**src/common/usbst_pkg.sv**
```systemverilog
// constants for the start-of-frame timeout monitor: register map, fields, timing
// assumes a 250 MHz core clock and a 16-bit word-addressed register port
package usbst_pkg;

    // number of monitored peripheral ports
    localparam int unsigned NUM_PORTS = 2;

    // register word addresses as the device software sees them
    localparam logic [15:0] ADDR_P1_FRAME = 16'hc092;
    localparam logic [15:0] ADDR_P2_FRAME = 16'hc0b2;
    localparam logic [15:0] ADDR_P1_COUNT = 16'hc094;
    localparam logic [15:0] ADDR_P2_COUNT = 16'hc0b4;

    // widths of the fields
    localparam int unsigned COUNT_W = 14;
    localparam int unsigned FRAME_W = 11;
    localparam int unsigned OCC_W   = 3;
    localparam int unsigned DATA_W  = 16;

    // reset value of the interval count (1 ms at 12 MHz)
    localparam logic [13:0] COUNT_RESET = 14'h2ee0;
    localparam logic [13:0] COUNT_ZERO  = 14'h0000;
    localparam logic [13:0] COUNT_ONE   = 14'h0001;

    // timeout occurrence counter limits
    localparam logic [2:0] OCC_MAX  = 3'h7;
    localparam logic [2:0] OCC_ZERO = 3'h0;
    localparam logic [2:0] OCC_ONE  = 3'h1;

    // frame number register layout
    localparam int unsigned FRM_FLAG_BIT = 15;
    localparam int unsigned FRM_OCC_LSB  = 12;
    localparam int unsigned FRM_OCC_MSB  = 14;
    localparam int unsigned FRM_RSV_BIT  = 11;
    localparam int unsigned FRM_NUM_MSB  = 10;

    // fractional tick generator: 12 MHz ticks out of a 250 MHz clock
    localparam int unsigned CLK_RATE_MHZ  = 250;
    localparam int unsigned TICK_RATE_MHZ = 12;
    localparam int unsigned ACC_W         = 8;
    localparam logic [7:0]  TICK_STEP     = TICK_RATE_MHZ[7:0];
    localparam logic [7:0]  TICK_MODULUS  = CLK_RATE_MHZ[7:0];
    localparam logic [7:0]  ACC_ZERO      = 8'h00;

    // register image of one port
    typedef struct packed {
        logic [13:0] reload;    // programmed interval
        logic [13:0] down;      // running down counter
        logic [10:0] frame;     // last full-speed frame number
        logic        flag;      // timeout flag
        logic [2:0]  occ;       // consecutive timeout count
        logic        irq;       // timeout interrupt request
    } usbst_port_s;

endpackage : usbst_pkg

```
**src/hdl/usbst_tick_gen.sv**
```systemverilog
// 12 MHz tick generator derived from the core clock by a phase accumulator
// assumes one synchronous clock domain; ticks are one-cycle pulses
`timescale 1ns/1ps
module usbst_tick_gen
    import usbst_pkg::*;
(
    input  wire logic clock_i,
    input  wire logic rst_n_i,
    output logic      tick_o
);

    typedef struct packed {
        logic [7:0] acc;
        logic       tick;
    } usbst_tick_s;

    usbst_tick_s st;
    usbst_tick_s next_st;
    logic [8:0]  sum;

    // add the step each cycle, wrap at the clock rate and emit a tick on wrap
    always_comb begin
        next_st = st;
        sum     = {1'b0, st.acc} + {1'b0, TICK_STEP};
        if (sum >= {1'b0, TICK_MODULUS}) begin
            next_st.acc  = 8'(sum - {1'b0, TICK_MODULUS});
            next_st.tick = 1'b1;
        end else begin
            next_st.acc  = sum[7:0];
            next_st.tick = 1'b0;
        end
    end

    // state register
    always_ff @(posedge clock_i or negedge rst_n_i) begin
        if (!rst_n_i) begin
            st <= '0;
        end else begin
            st <= next_st;
        end
    end

    assign tick_o = st.tick;

endmodule : usbst_tick_gen

```
**src/hdl/usbst_monitor.sv**
```systemverilog
// start-of-frame timeout monitor for two peripheral ports, with its registers
// assumes sof/eop strobes are one-cycle pulses synchronous to clock_i and a
// simple 16-bit register port: write strobe with data, read strobe answered
// one cycle later
//
// How it works
// - each timeout adds one to the three-bit occurrence counter, which holds at seven.
// - a received start-of-frame or end-of-packet clears the occurrence counter.
// - occurrence counter changes only while the port's timeout enable is set.
// - full-speed start-of-frame packets load their frame number into the field.
// - low-speed start-of-frame packets leave the frame field untouched.
// - a timeout keeps the last captured frame number unchanged.
// - down counter runs from the interval; expiry raises a timeout.
// - down counter decrements once per 12 MHz tick.
// - fourteen-bit interval count resets to 0x2ee0.
// - reading the count register returns the running down counter.
// - each port has its own count register at its own address.
// - a timeout sets the read-only flag in the frame number register.
// - a pulse on the port's tmo_flag_clr_i input clears a pending flag.
`timescale 1ns/1ps
module usbst_monitor
    import usbst_pkg::*;
(
    input  wire logic                    clock_i,
    input  wire logic                    rst_n_i,
    // register port
    input  wire logic [15:0]             reg_addr_i,
    input  wire logic                    reg_wr_i,
    input  wire logic [15:0]             reg_wdata_i,
    input  wire logic                    reg_rd_i,
    output logic      [15:0]             reg_rdata_o,
    output logic                         reg_rd_valid_o,
    // per-port link events
    input  wire logic [1:0]              sof_i,
    input  wire logic [1:0][10:0]        sof_frame_i,
    input  wire logic [1:0]              eop_i,
    input  wire logic [1:0]              low_speed_i,
    // per-port interrupt enable and input pulse that clears the pending flag
    input  wire logic [1:0]              tmo_int_en_i,
    input  wire logic [1:0]              tmo_flag_clr_i,
    // per-port timeout interrupt requests
    output logic      [1:0]              tmo_irq_o
);

    // whole state of the block
    typedef struct packed {
        usbst_port_s [1:0] port;
        logic [15:0]       rdata;
        logic              rd_valid;
    } usbst_state_s;

    usbst_state_s st;
    usbst_state_s next_st;
    logic         tick;

    // address decode and event detection results per port
    logic [1:0]   hit_count;
    logic [1:0]   hit_frame;
    logic [1:0]   timeout;
    logic [1:0]   frame_seen;

    // 12 MHz time base shared by both ports
    usbst_tick_gen u_tick (
        .clock_i (clock_i),
        .rst_n_i (rst_n_i),
        .tick_o  (tick)
    );

    // register addresses per port
    always_comb begin
        hit_count[0] = (reg_addr_i == ADDR_P1_COUNT);
        hit_count[1] = (reg_addr_i == ADDR_P2_COUNT);
        hit_frame[0] = (reg_addr_i == ADDR_P1_FRAME);
        hit_frame[1] = (reg_addr_i == ADDR_P2_FRAME);
    end

    // per-port event detection
    always_comb begin
        for (int p = 0; p < NUM_PORTS; p++) begin
            frame_seen[p] = sof_i[p] | eop_i[p];
            timeout[p]    = tick && (st.port[p].down == COUNT_ZERO);
        end
    end

    // next state of both ports and of the read path
    always_comb begin
        next_st = st;
        for (int p = 0; p < NUM_PORTS; p++) begin
            // down counter: a frame or an expiry reloads, a tick decrements
            if (frame_seen[p] || timeout[p]) begin
                next_st.port[p].down = st.port[p].reload;
            end else if (tick) begin
                next_st.port[p].down = st.port[p].down - COUNT_ONE;
            end

            // frame number capture, full speed only; timeouts leave it alone
            if (sof_i[p] && !low_speed_i[p]) begin
                next_st.port[p].frame = sof_frame_i[p];
            end

            // occurrence counter, gated by the interrupt enable
            if (tmo_int_en_i[p]) begin
                if (frame_seen[p]) begin
                    next_st.port[p].occ = OCC_ZERO;
                end else if (timeout[p] && st.port[p].occ != OCC_MAX) begin
                    next_st.port[p].occ = st.port[p].occ + OCC_ONE;
                end
            end

            // timeout flag: a new timeout wins over a clear in the same cycle
            if (timeout[p]) begin
                next_st.port[p].flag = 1'b1;
            end else if (tmo_flag_clr_i[p]) begin
                next_st.port[p].flag = 1'b0;
            end

            // interrupt request follows the pending flag while enabled
            next_st.port[p].irq = next_st.port[p].flag & tmo_int_en_i[p];

            // software write of the interval: store and restart the count
            if (reg_wr_i && hit_count[p]) begin
                next_st.port[p].reload = reg_wdata_i[13:0];
                next_st.port[p].down   = reg_wdata_i[13:0];
            end
        end

        // read path, answered in the cycle after the strobe
        next_st.rd_valid = reg_rd_i;
        next_st.rdata    = '0;
        if (reg_rd_i) begin
            for (int p = 0; p < NUM_PORTS; p++) begin
                if (hit_count[p]) begin
                    next_st.rdata = {2'b00, st.port[p].down};
                end else if (hit_frame[p]) begin
                    next_st.rdata[FRM_FLAG_BIT]               = st.port[p].flag;
                    next_st.rdata[FRM_OCC_MSB:FRM_OCC_LSB]    = st.port[p].occ;
                    next_st.rdata[FRM_RSV_BIT]                = 1'b0;
                    next_st.rdata[FRM_NUM_MSB:0]              = st.port[p].frame;
                end
            end
        end
    end

    // state register with reset values
    always_ff @(posedge clock_i or negedge rst_n_i) begin
        if (!rst_n_i) begin
            st <= '0;
            for (int p = 0; p < NUM_PORTS; p++) begin
                st.port[p].reload <= COUNT_RESET;
                st.port[p].down   <= COUNT_RESET;
            end
        end else begin
            st <= next_st;
        end
    end

    // outputs straight from the state register
    assign reg_rdata_o    = st.rdata;
    assign reg_rd_valid_o = st.rd_valid;
    always_comb begin
        for (int p = 0; p < NUM_PORTS; p++) begin
            tmo_irq_o[p] = st.port[p].irq;
        end
    end

endmodule : usbst_monitor

```
**config.mk**
```make
export PLATFORM = sky130hd
export DESIGN_NAME = usbst_monitor
export DESIGN_NICKNAME = d
export VERILOG_FILES = /design/src/common/usbst_pkg.sv /design/src/hdl/usbst_tick_gen.sv /design/src/hdl/usbst_monitor.sv
export SDC_FILE = /design/constraint.sdc
export NUM_CORES = 1
export LEC_CHECK = 0
export BUFFER_PORTS_ARGS = -buffer_cell sky130_fd_sc_hd__buf_2
export CAP_MARGIN = 25
export CORE_UTILIZATION = 50
export DETAILED_ROUTE_END_ITERATION = 8
export GPL_TIMING_DRIVEN = 0
export MAX_ROUTING_LAYER = met4
export PLACE_DENSITY = 0.78
export SLEW_MARGIN = 20
export SYNTH_ARGS = -nofsm -noshare
export SYNTH_HDL_FRONTEND = slang
export SYNTH_HIERARCHICAL = 1
export SYNTH_SLANG_ARGS = --single-unit
export TNS_END_PERCENT = 30
```
**constraint.sdc**
```tcl
create_clock -name clock_i -period 4.49 [get_ports clock_i]
set_clock_uncertainty 0.1 [all_clocks]
set_input_delay 0.449 -clock clock_i [delete_from_list [all_inputs] [get_ports clock_i]]
set_output_delay 0.449 -clock clock_i [all_outputs]
set_load 0.005 [all_outputs]
```
==> results of run 1 <==
[kinds of logic (layout without fill, tap and decap cells)]
logic type / Yosys count / count (layout) / share of synthesized area [%]
multiplexers: 29 / 29 / 5.41
flip-flops: 113 / 113 / 48.4
buffers and inverters: 64 / 180 / 5.58
XOR/XNOR: 17 / 17 / 2.64
AND/OR/NAND/NOR: 248 / 248 / 20.1
adder cells (fa/ha/maj): 10 / 10 / 2.11
AO/OA/AOI/OAI: 137 / 137 / 15.8
[layer usage]
metal  GRT usage [%]  routed length [um]
met5               -                   0
met1            36.5                6850
met2            43.7                7660
met3            7.11                1200
met4            12.8                 471
[cells in the final DEF, fill, tap and decap left out, types with 15 or more instances in the layout]
cell type	n
a21oi_1	35
clkbuf_16	17
buf_4	18
buf_2	89
nand3_1	29
clkbuf_1	21
nor3_1	15
o21ai_0	31
nand2_1	109
nor2_1	39
mux2_2	24
dfrtp_1	85
dfstp_2	28
[final cells by class]
cell class | count | area, um^2 | area share [%]
Sequential cell | 113 | 2860 | 40.1
Inverter | 14 | 52.6 | 0.736
Buffer | 50 | 278 | 3.89
Timing Repair Buffer | 86 | 464 | 6.51
Clock inverter | 5 | 50.0 | 0.701
Tap cell | 143 | 179 | 2.51
Multi-Input combinational cell | 441 | 2720 | 38.2
Clock buffer | 25 | 526 | 7.36
[flip-flops by register name, indices dropped and copies added (netlist names)]
| register | cells |
|---|---|
| reg_rd_valid_o | 1 |
| reg_rdata_o | 16 |
| st | 86 |
| tmo_irq_o | 2 |
| u_tick/st | 7 |
| u_tick/tick_o | 1 |
[path summary, 6_finish.rpt]
kind	slack, ps	depth (start not counted)	from	to
setup / recovery	1500	8	st[77]$_DFFE_PN0P_	st[62]$_DFFE_PN0P_
hold / removal	110	1	reg_rd_i	reg_rd_valid_o$_DFF_PN0_
setup reg to reg	1500	8	st[77]$_DFFE_PN0P_	st[62]$_DFFE_PN0P_
hold reg to reg	360	2	st[98]$_DFFE_PN1P_	st[98]$_DFFE_PN1P_
max in group asynchronous	3170	3	rst_n_i	st[52]$_DFFE_PN1P_
min in group asynchronous	390	2	rst_n_i	st[65]$_DFF_PN0_
[stage by stage]
| step | power (uW) | setup WS, ps | hold slack, ps | cell area (um^2) | util [%] |
|---|---|---|---|---|---|
| 2_1_floorplan | 1250 | 1940 | 53.4 | 5920 | - |
| 3_3_place_gp | 1340 | 1380 | 340 | 6520 | 56.8 |
| 3_5_place_dp | 1350 | 1380 | 248 | 6550 | 57.1 |
| 4_1_cts | 2650 | 1570 | 95.5 | 7140 | 62.2 |
| 5_1_grt | 2730 | 1380 | 93.3 | 7140 | 62.2 |
| 6_report | 2640 | 1500 | 114 | 7140 | 62.2 |
[report_power, final]
part	leakage (uW)	switching (uW)	internal, uW
combinational	0.00167	126	106
clock	0.000291	443	852
sequential	0.00140	42.6	1070
[what timing repair did]
| action | 4_1_cts | 5_1_grt |
|---|---|---|
| hold buffers | 1 | 0 |
| endpoints found under the hold margin | 21 | 0 |
| setup buffers | 0 | 0 |
| endpoints found under the setup margin | 0 | 0 |
[critical path, cell delays in order, from the launching register on]
cell     delay (ps)
dfrtp_1         470
inv_1           100
ha_1            260
nor3b_1         470
nand3_1         350
o21ai_4         410
nand2_1         130
nor4_1          400
mux2_2          250
==> results by group, run 1 <==
Outcome
  – Run status: finished clean

Global routing
  – First-pass GRT wire length: 26,500 um
  – Largest net degree at the start of global routing: 84
  – GRT overflow: 0
  – Initial antenna violation count: 0
  – Total track usage: 28.8%
  – Vias in the first global route: 5,186

Cells and area
  – Fin nets: 801
  – ANT cells: 0
  – Fin cells: 877
  – Syn-to-layout area delta: 20.6%
  – # fillers: 924
  – Share of cells above drive strength 1: 29.0%

Pwr
  – Cell Pwr Density: 370 nW/um^2
  – Peak VDD IR: 0.000304 V
  – Leakage: 0.00336 uW

Hold path
  – Min-Delay Path Class: in2reg

Clocking
  – CTS root buf: clkbuf_16
  – H-tree depth: 4
  – CTS resizes: 0
  – Max Buffers Root-to-Sink: 2
  – Clock tree sinks: 113
  – Num CTS Buffers: 17
  – Clock tree from TritonCTS: built
  – Worst skew pair latency: 410 ps
  – Clock-pin slew on the worst setup and hold paths: 50 ps

Synthesis
  – Post-synth EDFFs: 0
  – Synth cell types: 68
  – Post-synth ARST share: 100%
  – Syn Inst Count: 618
  – Netlist Area Pre-Place: 5920 um^2
  – Synth Register Bits: 113
  – Post-synthesis sequential area ratio: 48.4%
  – Top-count cell post-synth: nand2_1
  – Post-Syn Nets: 696
  – Yosys warns: 6
  – Top cell type's share of synthesized area: 35.9%
  – Mean Syn Cell Area: 9.57 um^2
  – Largest area contributor in the netlist: dfrtp_1
  – Synth top cells by count: nand2_1 (109), dfrtp_1 (85), nor2_1 (39), a21oi_1 (35), o21ai_0 (31)
  – Ys flop type: dfrtp_1
  – Ranking of synthesized cells by area: dfrtp_1 (36%), dfstp_2 (12%), nand2_1 (6.9%)

Route
  – DRT Wirelength: 16,200 um
  – DR DRC count: 0
  – Drt pass-1 iters: 6
  – DRT iter0 DRCs: 564
  – Post-route ant nets: 0
  – Routed len/inst: 18.4 um
  – Vias per cell: 5.94
  – Routed via count: 5,206

Place
  – Placed insts: 846
  – Post-DP HPWL: 11,800 um
  – Buffers added on ports: 84
  – RePlAce Congestion: 0.949

Floorplan
  – Die H: 111 um
  – Ports: 87
  – Chip Width: 111 um
  – CORE AREA: 11,500 um^2
  – Initial core utilization: 51.6%
  – Number of core rows: 39
  – Die area: 12,300 um^2

STA
  – Minimum clock period: 2990 ps
  – Endpoints failing hold: 0
  – Unrepaired setup endpoints after global routing: false
  – Final slew viol count: 0
  – Final setup fails: 0
  – FMAX: 335 MHz
  – Fin crit share: 66.6%
  – Slew @ Worst Pin: 824 ps
  – TNS Setup: 0 ps
  – Worst rel slew slack: 44.6%

Critical path
  – Worst-path fanout max: 10
  – Setup CP Type: reg2reg
  – Crit path launch type: flop
  – Worst path arrival time: 3240 ps
  – Worst endpoint required time: 4740 ps
  – Worst setup EP type: flop

Job
  – Total of max-cap violations: 0
(Power assumes the default switching activity.)
==> run 2, diff against run 1 <==
PLACE_DENSITY = 0.81   (was 0.78)
clock period = 2.45 ns   (was 4.49 ns; I/O delays follow)
==> results by group, run 2 (synthesized netlist as in run 1, its figures left out) <==
Outcome
  – Run status: complete, but fails checks
  – Failing checks: setup timing

Route
  – Post-route ant nets: 0 (unchanged)
  – Drt pass-1 iters: 7 (+1)
  – Vias per cell: 5.79 (-2.5%)
  – Routed len/inst: 19.0 um (+3.0%)
  – Routed via count: 5,346 (+2.7%)
  – DRT iter0 DRCs: 674 (+20%)
  – DRT Wirelength: 17,600 um (+8.5%)
  – DR DRC count: 0 (unchanged)

STA
  – Unrepaired setup endpoints after global routing: true
  – Endpoints failing hold: 0 (unchanged)
  – FMAX: 405 MHz (+21%)
  – Final setup fails: 1 (+1)
  – Final WS setup: -18.9 ps (-1520 ps)
  – Fin crit share: 101% (+34 points)
  – TNS Setup: -18.9 ps (-18.9 ps)
  – Slew @ Worst Pin: 656 ps (-168 ps)
  – Worst rel slew slack: 56.1% (+12 points)
  – Final slew viol count: 0 (unchanged)
  – Minimum clock period: 2470 ps (-520 ps)

Cells and area
  – # fillers: 864 (-6.5%)
  – Max reg flops: 86 (unchanged)
  – ANT cells: 0 (unchanged)
  – Fin nets: 846 (+5.6%)
  – Fin cells: 924 (+5.4%)
  – Most frequent cells in the layout: nand2_1 (109), buf_2 (88), dfrtp_1 (83)
  – Biggest register: st
  – Area occupied by multi-input gates: 2830 um^2 (+3.9%)
  – Share of cells above drive strength 1: 31.2% (+2.2 points)
  – Syn-to-layout area delta: 31.7%
  – Register area: 2870 um^2 (about the same)
  – Commonest non-fill, non-tap cell in the layout: nand2_1

Global routing
  – Largest net degree at the start of global routing: 81 (-3.6%)
  – Met3 Use GR: 7.22% (+0.11 points)
  – GRT overflow: 0 (unchanged)
  – Vias in the first global route: 5,406 (+4.2%)
  – Initial antenna violation count: 0 (unchanged)
  – First-pass GRT wire length: 28,200 um (+6.4%)
  – Total track usage: 30.8% (+2.1 points)
  – GR Layer Usage met1: 37.6% (+1.1 points)
  – GR peak layer: met2
  – Met2 Use GR: 49.2% (+5.5 points)

Clocking
  – Clock tree sinks: 113 (unchanged)
  – Clock tree from TritonCTS: built
  – Max Buffers Root-to-Sink: 2 (unchanged)
  – Clock-pin slew on the worst setup and hold paths: 60 ps (about the same)
  – Worst skew pair latency: 420 ps (about the same)
  – CTS root buf: clkbuf_16
  – H-tree depth: 4 (unchanged)
  – Num CTS Buffers: 17 (unchanged)

Place
  – Placed insts: 846 (unchanged)
  – RePlAce Congestion: 0.956 (+0.73%)
  – Buffers added on ports: 84 (unchanged)
  – Post-DP HPWL: 11,800 um (-0.13%)
  – Place WS: -519 ps (-1890 ps)

Floorplan
  – Initial core utilization: 51.6% (unchanged)
  – Die area: 12,300 um^2 (unchanged)
  – Die H: 111 um (unchanged)
  – Ports: 87 (unchanged)
  – CORE AREA: 11,500 um^2 (unchanged)
  – Chip Width: 111 um (unchanged)
  – Number of core rows: 39 (unchanged)

Critical path
  – Setup CP Type: reg2reg
  – Cell Chain, Critical Path: or4_4 > or4_4 > o21ai_4 > a311oi_1 > or4_1 > a21oi_2
  – CP max stage cell: or4_4
  – Worst path arrival time: 2720 ps (-520 ps)
  – CP max stage delay: 540 ps (+70 ps)
  – Worst endpoint required time: 2700 ps (-2040 ps)
  – Crit path launch type: flop
  – CP most frequent cell: or4_4
  – Worst setup EP type: flop
  – Worst-path fanout max: 8 (-2)

Pwr
  – Power, Total: 5250 uW (+99%)
  – Cell Pwr Density: 673 nW/um^2 (+82%)
  – Leakage: 0.00363 uW (+8.1%)
  – Peak VDD IR: 0.000621 V (+100%)

Job
  – Total of max-cap violations: 0 (unchanged)

Hold path
  – Min-Delay Path Class: in2reg
## run 2: changes by cell type in the layout (fill, tap and decap cells not counted), sizes merged
cell / change
clkinvlp: +2
dlygate4sd3: +40
inv: +1
clkbuf: -6
buf: +6
bufinv: +3
clkinv: +1
## run 2: worst max-delay path: cells and delay by family (launching register included)
kind               cells  cell delay (ps)
AOI/OAI and AO/OA      3              420
DFF                    1              390
and+or+nand+nor        3             1480
## run 2: final timing paths
kind	start	to	slack, ps	depth (start not counted)
min	reg_wdata_i[11]	st[88]$_DFFE_PN1P_	50	3
min in group asynchronous	rst_n_i	st[24]$_DFFE_PN0P_	170	2
max	st[83]$_DFFE_PN1P_	st[85]$_DFFE_PN0P_	-20	6
max reg2reg	st[83]$_DFFE_PN1P_	st[85]$_DFFE_PN0P_	-20	6
max in group asynchronous	rst_n_i	st[44]$_DFFE_PN1P_	1360	3
min reg2reg	st[104]$_DFFE_PN1P_	st[104]$_DFFE_PN1P_	350	2
## run 2: where the power goes
part           switching [uW]  internal (uW)  total (uW)
Clock                     908           1780        2690
Sequential               82.3           1960        2040
Combinational             256            257         513
## run 2: routing by layer
metal | vias to the layer above | wire length (um) | share of wire, %
met5 | - | 0 | 0
met3 | 38 | 1350 | 7.7
li1 | 2477 | - | -
met4 | 0 | 484 | 2.8
met1 | 2570 | 7170 | 41
met2 | 261 | 8560 | 49
## run 2: through the flow
| stage | area [um^2] | hold slack, ps | utilization (%) |
|---|---|---|---|
| floorplan | 5920 | -151 | - |
| global placement | 6520 | 304 | 56.9 |
| detailed placement | 6550 | 51.0 | 57.2 |
| CTS | 7680 | 48.0 | 67.0 |
| global route | 7790 | 62.2 | 68.0 |
| finish | 7790 | 49.0 | 68.0 |
## run 2: repair_timing
item | in CTS | in global routing
hold buffers | 41 | 0
buffers inserted | 2 | 5
resized for setup | 18 | 13
pin swaps | 3 | 4
gates cloned | 0 | 1
endpoints found under the setup margin | 50 | 43
hold endpoints to repair | 82 | 0
## run 2: cell type report
cell class,instances,share of cell area (%)
plain buffers,47,3.58
clock buffers,20,5.99
clock inverters,12,2.31
inverters,14,0.674
multi-input cells,441,36.3
flip-flops and latches,113,36.8
well taps,143,2.30
repair buffers,134,12.1
